[src/logic/ccsu_pkg.sv]
// Constants, command codes and states for the common command status unit.
`default_nettype none
package ccsu_pkg;
  // Standard event bit positions, shared by the event and enable registers.
  localparam int ESR_PON = 7;
  localparam int ESR_CME = 5;
  localparam int ESR_EXE = 4;
  localparam int ESR_DDE = 3;
  localparam int ESR_QYE = 2;
  localparam int ESR_OPC = 0;
  localparam logic [7:0] ESE_MASK = 8'hBD;
  localparam logic [7:0] SRE_MASK = 8'hBF;
  // Status byte bit positions.
  localparam int STB_OPER = 7;
  localparam int STB_MSS = 6;
  localparam int STB_ESB = 5;
  localparam int STB_MAV = 4;
  localparam int STB_QUES = 3;
  // Values after reset.
  localparam logic [7:0] ESR_RESET = 8'h80;
  localparam logic [7:0] ESE_RESET = 8'h00;
  localparam logic [7:0] SRE_RESET = 8'h00;
  localparam logic [7:0] STB_RESET = 8'h00;
  // Highest stored-setting slot.
  localparam logic [7:0] SLOT_MAX = 8'h04;
  // Reply characters.
  localparam logic [7:0] CHAR_NL = 8'h0A;
  localparam logic [7:0] CHAR_ZERO = 8'h30;
  localparam logic [7:0] CHAR_ONE = 8'h31;
  // Identification reply; every field value is arbitrary.
  localparam int IDN_LEN = 31;
  localparam logic [8*IDN_LEN-1:0] IDN_STR = "XYZCO,1000A,0,f1.00,s1.00,p1.00";
  localparam logic [5:0] IDN_REPLY_LEN = 6'h20;

  typedef enum logic [4:0] {
    CMD_CLS = 5'h00,
    CMD_ESE = 5'h01,
    CMD_ESR = 5'h02,
    CMD_IDN = 5'h03,
    CMD_OPC = 5'h04,
    CMD_RST = 5'h05,
    CMD_SRE = 5'h06,
    CMD_STB = 5'h07,
    CMD_TST = 5'h08,
    CMD_WAI = 5'h09,
    CMD_PSC = 5'h0A,
    CMD_RCL = 5'h0B,
    CMD_SAV = 5'h0C,
    CMD_TRG = 5'h0D
  } cmd_t;

  typedef enum logic [3:0] {
    ST_IDLE = 4'b0001,
    ST_OPCQ = 4'b0010,
    ST_WAI = 4'b0100,
    ST_REPLY = 4'b1000
  } state_t;
endpackage
`default_nettype wire

[src/logic/common_command_status_unit.sv]
// Common command interpreter with standard event status and reply output queue.
`timescale 1ns/1ps
`default_nettype none
module common_command_status_unit
  import ccsu_pkg::*;
(
  // Clock and reset
  input wire logic i_clk,
  input wire logic i_rstn,
  // Parsed commands
  input wire logic i_cmd_valid,
  input wire cmd_t i_cmd_code,
  input wire logic i_cmd_query,
  input wire logic [7:0] i_cmd_arg,
  input wire logic i_cmd_after_term,
  output logic o_cmd_ready,
  // Output queue
  output logic o_rsp_valid,
  output logic [7:0] o_rsp_data,
  input wire logic i_rsp_ready,
  // Device events and completion
  input wire logic i_evt_cmd_err,
  input wire logic i_evt_exe_err,
  input wire logic i_evt_dev_err,
  input wire logic i_evt_qry_err,
  input wire logic i_prev_done,
  input wire logic i_level_settled,
  input wire logic i_trig_pending,
  input wire logic i_oper_summary,
  input wire logic i_ques_summary,
  // Status and clearing
  output logic [7:0] o_status_byte,
  output logic o_clear_events,
  output logic o_clear_errq,
  // Nonvolatile storage
  input wire logic i_nv_psc,
  input wire logic [7:0] i_nv_ese,
  input wire logic [7:0] i_nv_sre,
  output logic o_nv_wr,
  output logic [7:0] o_nv_ese,
  output logic [7:0] o_nv_sre,
  output logic o_nv_psc,
  // Commands handled elsewhere
  output logic o_fwd_valid,
  output cmd_t o_fwd_code,
  output logic [7:0] o_fwd_arg
);

  // Query-only commands refuse the setting form; setting-only ones refuse the query.
  function automatic logic legal_form(input cmd_t code, input logic q);
    logic ok;
    ok = 1'b0;
    unique case (code)
      CMD_ESR, CMD_IDN, CMD_STB, CMD_TST: ok = q;
      CMD_CLS, CMD_RST, CMD_WAI, CMD_RCL, CMD_SAV, CMD_TRG: ok = ~q;
      CMD_ESE, CMD_SRE, CMD_PSC, CMD_OPC: ok = 1'b1;
      default: ok = 1'b0;
    endcase
    return ok;
  endfunction

  // Picks one reply character; the last one is always the line terminator.
  function automatic logic [7:0] rsp_char(input logic idn, input logic [5:0] idx,
                                          input logic [5:0] len, input logic [23:0] num);
    logic [7:0] c;
    c = CHAR_NL;
    if (idx != len - 6'h01) begin
      if (idn) begin
        c = IDN_STR[8*(IDN_LEN-1-int'(idx)) +: 8];
      end else begin
        c = num[8*(2-int'(idx[1:0])) +: 8];
      end
    end
    return c;
  endfunction

  state_t state_ff, nxt_state;
  logic init_ff;
  logic psc_ff;
  logic [7:0] ese_ff, sre_ff, esr_ff;
  logic opc_pend_ff;
  logic rsp_idn_ff;
  logic [5:0] rsp_idx_ff, rsp_len_ff;
  logic [23:0] rsp_num_ff;

  logic take, legal, run, bad, clash, do_cls, flush, ops_done, opc_fire, esr_read;
  logic set_cmd, is_q;
  logic [7:0] esr_set, stb_now, num_val;
  logic load, load_idn;
  logic [5:0] new_len;
  logic [23:0] new_num;
  logic [7:0] hund, tens, ones;
  logic hs, last;

  assign take = i_cmd_valid & o_cmd_ready;
  assign legal = legal_form(i_cmd_code, i_cmd_query);
  assign bad = take & ~legal;
  // A new query while a reply is still queued is a query error and is dropped.
  assign clash = take & legal & i_cmd_query & (state_ff == ST_REPLY);
  assign run = take & legal & ~clash;
  assign set_cmd = run & ~i_cmd_query;
  assign is_q = run & i_cmd_query;
  assign do_cls = set_cmd & (i_cmd_code == CMD_CLS);
  assign flush = do_cls & i_cmd_after_term;
  assign ops_done = i_prev_done & i_level_settled & ~i_trig_pending;
  assign opc_fire = opc_pend_ff & (ops_done | do_cls);
  assign esr_read = is_q & (i_cmd_code == CMD_ESR);
  assign hs = o_rsp_valid & i_rsp_ready;
  assign last = rsp_idx_ff == rsp_len_ff;

  always_comb begin
    stb_now = STB_RESET;
    stb_now[STB_OPER] = i_oper_summary;
    stb_now[STB_ESB] = |(esr_ff & ese_ff);
    stb_now[STB_MAV] = o_rsp_valid;
    stb_now[STB_QUES] = i_ques_summary;
    stb_now[STB_MSS] = |(stb_now & sre_ff);
  end

  always_comb begin
    esr_set = 8'h00;
    esr_set[ESR_CME] = i_evt_cmd_err | bad;
    esr_set[ESR_EXE] = i_evt_exe_err |
                       (set_cmd & (i_cmd_code == CMD_RCL || i_cmd_code == CMD_SAV) &
                        (i_cmd_arg > SLOT_MAX));
    esr_set[ESR_DDE] = i_evt_dev_err;
    esr_set[ESR_QYE] = i_evt_qry_err | clash;
    esr_set[ESR_OPC] = opc_fire;
  end

  // Reply source selection for numeric and identification replies.
  always_comb begin
    load = 1'b0;
    load_idn = 1'b0;
    num_val = 8'h00;
    if (state_ff == ST_OPCQ && ops_done) begin
      load = 1'b1;
      num_val = 8'h01;
    end else if (is_q && state_ff == ST_IDLE) begin
      load = i_cmd_code != CMD_OPC;
      unique case (i_cmd_code)
        CMD_ESE: num_val = ese_ff;
        CMD_ESR: num_val = esr_ff;
        CMD_SRE: num_val = sre_ff;
        CMD_STB: num_val = stb_now;
        CMD_PSC: num_val = {7'h00, psc_ff};
        CMD_IDN: load_idn = 1'b1;
        default: num_val = 8'h00;
      endcase
    end
    hund = num_val / 8'h64;
    tens = (num_val / 8'h0A) % 8'h0A;
    ones = num_val % 8'h0A;
    if (num_val >= 8'h64) begin
      new_num = {CHAR_ZERO + hund, CHAR_ZERO + tens, CHAR_ZERO + ones};
      new_len = 6'h04;
    end else if (num_val >= 8'h0A) begin
      new_num = {CHAR_ZERO + tens, CHAR_ZERO + ones, 8'h00};
      new_len = 6'h03;
    end else begin
      new_num = {CHAR_ZERO + ones, 16'h0000};
      new_len = 6'h02;
    end
    if (load_idn) begin
      new_len = IDN_REPLY_LEN;
    end
  end

  always_comb begin
    nxt_state = state_ff;
    unique case (state_ff)
      ST_IDLE: begin
        if (load) begin
          nxt_state = ST_REPLY;
        end else if (is_q && i_cmd_code == CMD_OPC) begin
          nxt_state = ST_OPCQ;
        end else if (set_cmd && i_cmd_code == CMD_WAI) begin
          nxt_state = ST_WAI;
        end
      end
      ST_OPCQ: begin
        if (ops_done) begin
          nxt_state = ST_REPLY;
        end
      end
      ST_WAI: begin
        if (ops_done) begin
          nxt_state = ST_IDLE;
        end
      end
      ST_REPLY: begin
        if (flush || (hs && last)) begin
          nxt_state = ST_IDLE;
        end
      end
    endcase
  end

  always_ff @(posedge i_clk or negedge i_rstn) begin
    if (!i_rstn) begin
      state_ff <= ST_IDLE;
      init_ff <= 1'b1;
      o_cmd_ready <= 1'b0;
    end else begin
      state_ff <= nxt_state;
      init_ff <= 1'b0;
      // Commands keep flowing while only the plain completion command waits.
      o_cmd_ready <= ~init_ff & (nxt_state == ST_IDLE || nxt_state == ST_REPLY);
    end
  end

  // Enable registers, power-on clear setting and their nonvolatile copies.
  always_ff @(posedge i_clk or negedge i_rstn) begin
    if (!i_rstn) begin
      psc_ff <= 1'b0;
      ese_ff <= ESE_RESET;
      sre_ff <= SRE_RESET;
      o_nv_wr <= 1'b0;
      o_nv_ese <= ESE_RESET;
      o_nv_sre <= SRE_RESET;
      o_nv_psc <= 1'b0;
    end else begin
      o_nv_wr <= 1'b0;
      if (init_ff) begin
        psc_ff <= i_nv_psc;
        ese_ff <= i_nv_psc ? ESE_RESET : (i_nv_ese & ESE_MASK);
        sre_ff <= i_nv_psc ? SRE_RESET : (i_nv_sre & SRE_MASK);
      end else if (set_cmd) begin
        unique case (i_cmd_code)
          CMD_ESE: begin
            ese_ff <= i_cmd_arg & ESE_MASK;
            o_nv_wr <= ~psc_ff;
            o_nv_ese <= i_cmd_arg & ESE_MASK;
            o_nv_sre <= sre_ff;
            o_nv_psc <= psc_ff;
          end
          CMD_SRE: begin
            sre_ff <= i_cmd_arg & SRE_MASK;
            o_nv_wr <= ~psc_ff;
            o_nv_ese <= ese_ff;
            o_nv_sre <= i_cmd_arg & SRE_MASK;
            o_nv_psc <= psc_ff;
          end
          CMD_PSC: begin
            psc_ff <= i_cmd_arg != 8'h00;
            o_nv_wr <= 1'b1;
            o_nv_ese <= ese_ff;
            o_nv_sre <= sre_ff;
            o_nv_psc <= i_cmd_arg != 8'h00;
          end
          CMD_RST: ese_ff <= ESE_RESET;
          default: ese_ff <= ese_ff;
        endcase
      end
    end
  end

  // Event register: a new event wins over a clear in the same cycle.
  always_ff @(posedge i_clk or negedge i_rstn) begin
    if (!i_rstn) begin
      esr_ff <= ESR_RESET;
      opc_pend_ff <= 1'b0;
    end else begin
      esr_ff <= ((do_cls || esr_read) ? 8'h00 : esr_ff) | (esr_set & ESE_MASK);
      if (set_cmd && i_cmd_code == CMD_OPC) begin
        opc_pend_ff <= 1'b1;
      end else if (opc_fire) begin
        opc_pend_ff <= 1'b0;
      end
    end
  end

  // Clearing pulses, status byte and forwarded commands.
  always_ff @(posedge i_clk or negedge i_rstn) begin
    if (!i_rstn) begin
      o_clear_events <= 1'b0;
      o_clear_errq <= 1'b0;
      o_status_byte <= STB_RESET;
      o_fwd_valid <= 1'b0;
      o_fwd_code <= CMD_RST;
      o_fwd_arg <= 8'h00;
    end else begin
      o_clear_events <= do_cls;
      o_clear_errq <= do_cls;
      o_status_byte <= stb_now;
      o_fwd_valid <= set_cmd & (i_cmd_code == CMD_RST || i_cmd_code == CMD_TRG ||
                     ((i_cmd_code == CMD_RCL || i_cmd_code == CMD_SAV) &&
                      i_cmd_arg <= SLOT_MAX));
      if (set_cmd) begin
        o_fwd_code <= i_cmd_code;
        o_fwd_arg <= i_cmd_arg;
      end
    end
  end

  // Output queue: one reply at a time, one character per accepted beat.
  always_ff @(posedge i_clk or negedge i_rstn) begin
    if (!i_rstn) begin
      o_rsp_valid <= 1'b0;
      o_rsp_data <= 8'h00;
      rsp_idn_ff <= 1'b0;
      rsp_idx_ff <= 6'h00;
      rsp_len_ff <= 6'h00;
      rsp_num_ff <= 24'h000000;
    end else if (flush) begin
      o_rsp_valid <= 1'b0;
    end else if (load) begin
      o_rsp_valid <= 1'b1;
      o_rsp_data <= rsp_char(load_idn, 6'h00, new_len, new_num);
      rsp_idn_ff <= load_idn;
      rsp_idx_ff <= 6'h01;
      rsp_len_ff <= new_len;
      rsp_num_ff <= new_num;
    end else if (hs) begin
      o_rsp_valid <= ~last;
      o_rsp_data <= rsp_char(rsp_idn_ff, rsp_idx_ff, rsp_len_ff, rsp_num_ff);
      rsp_idx_ff <= rsp_idx_ff + 6'h01;
    end
  end
endmodule
`default_nettype wire

[config.mk]
export PLATFORM = sky130hd
export DESIGN_NAME = common_command_status_unit
export DESIGN_NICKNAME = d
export VERILOG_FILES = /design/src/logic/ccsu_pkg.sv /design/src/logic/common_command_status_unit.sv
export SDC_FILE = /design/constraint.sdc
export NUM_CORES = 1
export LEC_CHECK = 0
export BUFFER_PORTS_ARGS = -buffer_cell sky130_fd_sc_hd__buf_2
export CORE_MARGIN = 5
export CORE_UTILIZATION = 60
export CTS_CLUSTER_DIAMETER = 40
export DETAILED_ROUTE_END_ITERATION = 16
export HOLD_SLACK_MARGIN = 0.08
export PLACE_DENSITY = 0.81
export SETUP_SLACK_MARGIN = 0.4
export SYNTH_ARGS = -nofsm -noshare
export SYNTH_HDL_FRONTEND = slang
export SYNTH_SLANG_ARGS = --single-unit
[constraint.sdc]
create_clock -name i_clk -period 10.5 [get_ports i_clk]
set_input_delay 1.575 -clock i_clk [delete_from_list [all_inputs] [get_ports i_clk]]
set_output_delay 1.575 -clock i_clk [all_outputs]
set_load 0.05 [all_outputs]
# == Word level (Yosys, flattened, before mapping) ==
# Index checks and enable logic that the tools add are counted.
# Widths: inputs -> output; s select.
# op_classes
muxes,52
n_lt_le_gt_ge,4
bitwise,34
add_sub_neg,8
reduce_logical,42
n_shift,2
n_eq_ne,22
mul,0
div_mod_pow,4
# ops
cell,n
$shiftx 248x10->8 const A,1
$mux 8,16
$mux 24,2
$pmux 8 s2,3
$pmux 8 s5,1
$eq 5x4->1 const B,6
$add 6x8->8 const A,3
$mux 4,6
$shiftx 24x6->8,1
$eq 5x3->1 const B,4
$and 1x1->1,19
$mux 6,3
$and 8x8->8,2
$mod 8x4->8 const B,2
$mux 1,16
$pmux 4 s4,1
$reduce_bool 2->1,8
$reduce_or 8->1,2
$sub 6x1->6 const B,2
$eq 5x2->1 const B,2
$reduce_and 2->1,5
$reduce_and 3->1,3
$div 8x4->8 const B,1
$div 8x7->8 const B,1
30 further kinds,58
# totals
output_inout_bits,52
mem_count,0
regBits,116
rom_bits,0
in_bits,45
mem_bits_rw,0
latch_bits,0
word_cells,191

# == Depth between registers and ports, before layout ==
# logic_depth
ltp_word,20
ltp_mapped,29

# == Worst setup path before layout ==
# OpenSTA, ideal clock, no wires.
# synth_path
path_type,input to register
from,in i_cmd_code[2]
to,reg o_rsp_data[5]
setup_time_ns,0.119
t_required_ns,10.381
setup_slack_ns,3.953
arrival_ns,6.428
path_stages,27
path_cell_list,buf_4 -> nand3b_1 -> nor3_2 -> buf_6 -> a221o_2 -> nor2_1 -> nor2_1 -> ha_1 -> nand2b_1 -> a21o_1 -> buf_2 -> a31oi_1 -> o21a_1 -> nand3_1 -> a211oi_4 -> a32oi_1 -> nor2_1 -> a21oi_1 -> ha_1 -> or2_1 -> a21boi_0 -> mux2i_1 -> ha_1 -> nand2_1 -> a21oi_1 -> o221ai_1 -> o21a_1
# synth_between
elab_chain_cells,20
word_cells_on_any_way,59
classes_between,4 x add/sub; 4 x div; 2 x order compare; 14 x eq/ne; 17 x mux; 10 x bitwise; 8 x reduce/logical
# synth_rtl
element,line_no,rtl
start: declaration,common_command_status_unit.sv:12,"input wire cmd_t i_cmd_code,"
"$eq 5x4->1, or another cell as far along",common_command_status_unit.sv:53,unique case (code)
$reduce_or 6->1 / $reduce_or 4->1 (equally long branches),common_command_status_unit.sv:53,
$pmux 1 s3,common_command_status_unit.sv:53,
$and 1x1->1,"common_command_status_unit.sv:99, common_command_status_unit.sv:100",
$and 1x1->1 (2 in series),common_command_status_unit.sv:99,assign clash = take & legal & i_cmd_query & (state_ff == ST_REPLY);
$not 1->1,common_command_status_unit.sv:100,assign run = take & legal & ~clash;
$and 1x1->1,common_command_status_unit.sv:100,
$and 1x1->1,common_command_status_unit.sv:102,assign is_q = run & i_cmd_query;
[3 not listed],--,
$div 8x4->8 / $ge 8x4->1 (equally long branches),"common_command_status_unit.sv:152, common_command_status_unit.sv:157",
$mod 8x4->8 / $mux 1 (equally long branches),"common_command_status_unit.sv:152, common_command_status_unit.sv:157",
$add 6x8->8 / $mux 3 (equally long branches),"common_command_status_unit.sv:158, common_command_status_unit.sv:154",
$mux 24 / $mux 6 (equally long branches),"common_command_status_unit.sv:157, common_command_status_unit.sv:164",
$mux 24 / $sub 6x1->6 (equally long branches),"common_command_status_unit.sv:154, common_command_status_unit.sv:67",
$mux 8 / $reduce_bool 6->1 (equally long branches),"common_command_status_unit.sv:68, common_command_status_unit.sv:67",
$mux 8,common_command_status_unit.sv:67,if (idx != len - 6'h01) begin
$mux 8,common_command_status_unit.sv:307,end else if (load) begin
end signal: assignment,common_command_status_unit.sv:309,"o_rsp_data <= rsp_char(load_idn, 6'h00, new_len, new_num);"
end signal: assignment,common_command_status_unit.sv:316,"o_rsp_data <= rsp_char(rsp_idn_ff, rsp_idx_ff, rsp_len_ff, rsp_num_ff);"
end: declaration,common_command_status_unit.sv:19,"output logic [7:0] o_rsp_data,"
# Several ways; a longest one is shown, not always the timed one.
# A chain may end at the register's enable or synchronous reset.

# == Worst setup path after layout ==
# layout_path
from,in i_cmd_code[1]
to,reg o_rsp_data[5]
# Same word-level chain as after synthesis.

==> impl_metrics.ini <==
[status]
status = finished clean

[clock_network]
cts.path.max_buffers = 2
clockRootBuffer = clkbuf_16
cts_tree = yes
clock_latency_ps = 360
cts_htree_levels = 3
cts_made_buffers = 9
cts_setup_buffers = 0
clock-sinks = 105
hold_buffers = 0
clk_pin_slew_ps = 80
cts_resized = 0

[worst_hold_path]
whs_endpoint = o_rsp_data[0]$_DFFE_PN0P_
hold_depth = 2
hold_path_class = reg2reg
hold_path.startpoint = o_rsp_data[0]$_DFFE_PN0P_

[synth]
synth_mux_area_frac = 0.0566
synthXorXnorAreaFrac = 0.0285
synth_fa_ha_area_frac = 0.0295
yosys_most_used_dff = dfrtp_1
synth_top_family_by_area = compound AO/OA/AOI/OAI gates
synth_compound_area_frac = 0.283
async_flop_share = 1.00
synthSimpleGateAreaFrac = 0.229
ys_warn_count = 0
ys_ff_latch = 105
yosys.cell_types.count = 103
syn_avg_cell_area_um2 = 8.40
synth_edf_count = 0
synth_area_um2 = 7980
synth_cells = 950
synth-seq-area-share = 0.330

[worst_setup_path]
crit_family = compound AO/OA/AOI/OAI gates
cp_max_fo = 15
critPathSlowestCell = nor3_2
startpoint_type = input port
crit_buf_inv = 1
worst-path-stages = 25
worstPathArrival_ps = 8180
reg2reg_to = o_rsp_data[5]$_DFFE_PN0P_
critPathCaptureType = flop
reg2reg_slack_ps = 4140
reg2reg_depth = 25
cpPeakStageDelay_ps = 840
criticalPathCategory = in2reg
r2r-start = state_ff[0]$_DFF_PN1_
required_ps = 10740

[pwr]
peakVddDrop_uv = 161
p_leak_nw = 3.92
p_per_area_nw_per_um2 = 179
finalPower_w = 0.00157

[timing]
max_freq_mhz = 126
setup_viol = 0
worst_slew_pin_slew_ps = 1080
drv_slew = 0
rsz0062_at_grt = false
period_share = 0.756
setup_tns_ps = 0
holdWs_ps = 478
hold_viol = 0
finalCriticalPeriod_ps = 7940
fin_worst_skew_ps = 16.6
slew_headroom = 0.274

[placement]
dp_hpwl_mm = 16.2
io_buffers = 87
gp_congestion = 0.961
placed_cells = 1172

[grt]
grt_max_degree = 83
overflow = 0
grt_pass1_vias = 7382
grt_pass1_wl_mm = 36.8
antenna_found_initial = 0
grt_usage = 0.279

[detailed_routing]
wire_per_inst_um = 18.7
drc_errors = 0
drtIter0Drc = 775
antenna_left = 0
vias = 7743
wirelength_mm = 22.2
routed_via_density = 6.52
drt_pass1_iterations = 5

[cells_and_area]
syn2layout_area_growth_pct = 9.81
multi_input_area_um2 = 5030
drive_gt1_frac = 0.174
most-common-layout-cells = nand2_1, dfrtp_1, buf_2
instances_no_fill = 1188
regArea_um2 = 2630
fill_cells = 1122
final_common_cell = nand2_1
final_nets = 1070
diodes = 0

[run]
drv_cap = 0

[die]
die_x_um = 125
die_h_um = 125
io_pins = 97
die_area_um2 = 15700
core_um2 = 13100
start_util = 0.607
rows = 42
[power by group]
group          internal, W  switching (W)
sequential        0.000480      0.0000688
clock             0.000170       0.000172
combinational     0.000212       0.000467
total             0.000861       0.000707
[worst max-delay path by stage]
stage / slack, ps / startpoint / endpoint
3_5_place_dp: 2420 / i_cmd_code[1] / o_rsp_data[5]$_DFFE_PN0P_
4_1_cts: 2710 / i_cmd_code[1] / o_rsp_data[5]$_DFFE_PN0P_
6_report: 2560 / i_cmd_code[1] / o_rsp_data[5]$_DFFE_PN0P_
5_1_grt: 2190 / i_cmd_code[1] / o_rsp_data[5]$_DFFE_PN0P_
2_1_floorplan: 3950 / i_cmd_code[2] / o_rsp_data[5]$_DFFE_PN0P_
3_3_place_gp: 2590 / i_cmd_code[1] / o_rsp_data[5]$_DFFE_PN0P_
[cell families after synthesis]
kind of cell,count (synthesis)
and+or+nand+nor,366
AOI/OAI and AO/OA,315
DFF,105
buffers and inverters,76
muxes,42
xor gates and xnor gates,26
adders and majority gates,19
other,1
[layout make-up]
| type | instances | area share |
|---|---|---|
| Multi-Input combinational cell | 775 | 0.574 |
| Sequential cell | 105 | 0.301 |
| Timing Repair Buffer | 91 | 0.0534 |
| Clock buffer | 9 | 0.0257 |
| Tap cell | 176 | 0.0251 |
| Inverter | 25 | 0.0110 |
| Clock inverter | 7 | 0.0101 |
[layer usage]
metal  track usage  part of all wire
met1         0.394              0.43
met2         0.441              0.47
met3        0.0512             0.071
met4        0.0848             0.026
met5             0                 0
[per-stage QoR]
stage               instance area, um2  setup slack (ps)   util
CTS                               8760              2710  0.667
finish                            8760              2560  0.667
detailed placement                8450              2420  0.643
global route                      8760              2190  0.667
floorplan                         8000              3950      -
global placement                  8450              2590  0.643
[worst reg2reg max path, cell delays in order, from the launching register on]
cell and delay [ps]:
dfstp_2 570, and4bb_4 260, nand4_4 150, a211oi_4 570
inv_4 200, ha_1 290, inv_1 100, a21oi_1 100
nor4_2 410, o22a_1 280, a31o_1 430, ha_1 310
nand2_1 100, a21oi_1 250, a32oi_1 170, nor2_1 140
a21oi_1 70, ha_1 210, or2_1 240, a21boi_0 290
mux2i_1 130, ha_1 320, nand2_1 50, a21oi_1 260
o221ai_1 190, o21a_1 170
[synth_stat cells (4+ instances only)]
cell type | n | area (um2)
inv_1 | 24 | 90.1
buf_4 | 10 | 75.1
nor3b_1 | 4 | 30.0
and2_1 | 13 | 81.3
a221oi_1 | 5 | 43.8
o21ai_1 | 8 | 40.0
a31oi_1 | 16 | 100
o21ai_0 | 77 | 385
o211ai_1 | 7 | 52.6
nand2_1 | 131 | 492
clkbuf_1 | 29 | 109
o221ai_1 | 6 | 52.6
nor2_1 | 68 | 255
a21o_1 | 4 | 30.0
ha_1 | 18 | 225
and3_1 | 22 | 138
xor2_1 | 11 | 96.3
o22ai_1 | 7 | 43.8
a22o_1 | 7 | 61.3
nor4_1 | 4 | 25.0
a211oi_1 | 5 | 37.5
o31ai_1 | 12 | 90.1
or2_2 | 5 | 31.3
dfrtp_1 | 100 | 2500
mux2_2 | 14 | 158
nand3b_1 | 6 | 45.0
a41oi_1 | 4 | 35.0
nand3_1 | 28 | 140
o21a_1 | 6 | 45.0
dfstp_2 | 5 | 131
nand2b_1 | 11 | 68.8
mux2i_1 | 25 | 250
a21oi_1 | 68 | 340
buf_2 | 8 | 40.0
nor2b_1 | 12 | 75.1
a22oi_1 | 18 | 135
nor3_1 | 34 | 170
xnor2_1 | 15 | 131
[state kept, by name, indices dropped and copies added, names as in the netlist, 4 cells and up]
| register | flops |
|---|---|
| rsp_num_ff | 24 |
| o_fwd_arg | 8 |
| o_rsp_data | 8 |
| o_nv_sre | 7 |
| sre_ff | 7 |
| ese_ff | 6 |
| esr_ff | 6 |
| o_nv_ese | 6 |
| rsp_idx_ff | 6 |
| o_fwd_code | 5 |
| o_status_byte | 5 |
| rsp_len_ff | 4 |
| state_ff | 4 |
(Power assumes the default switching activity.)
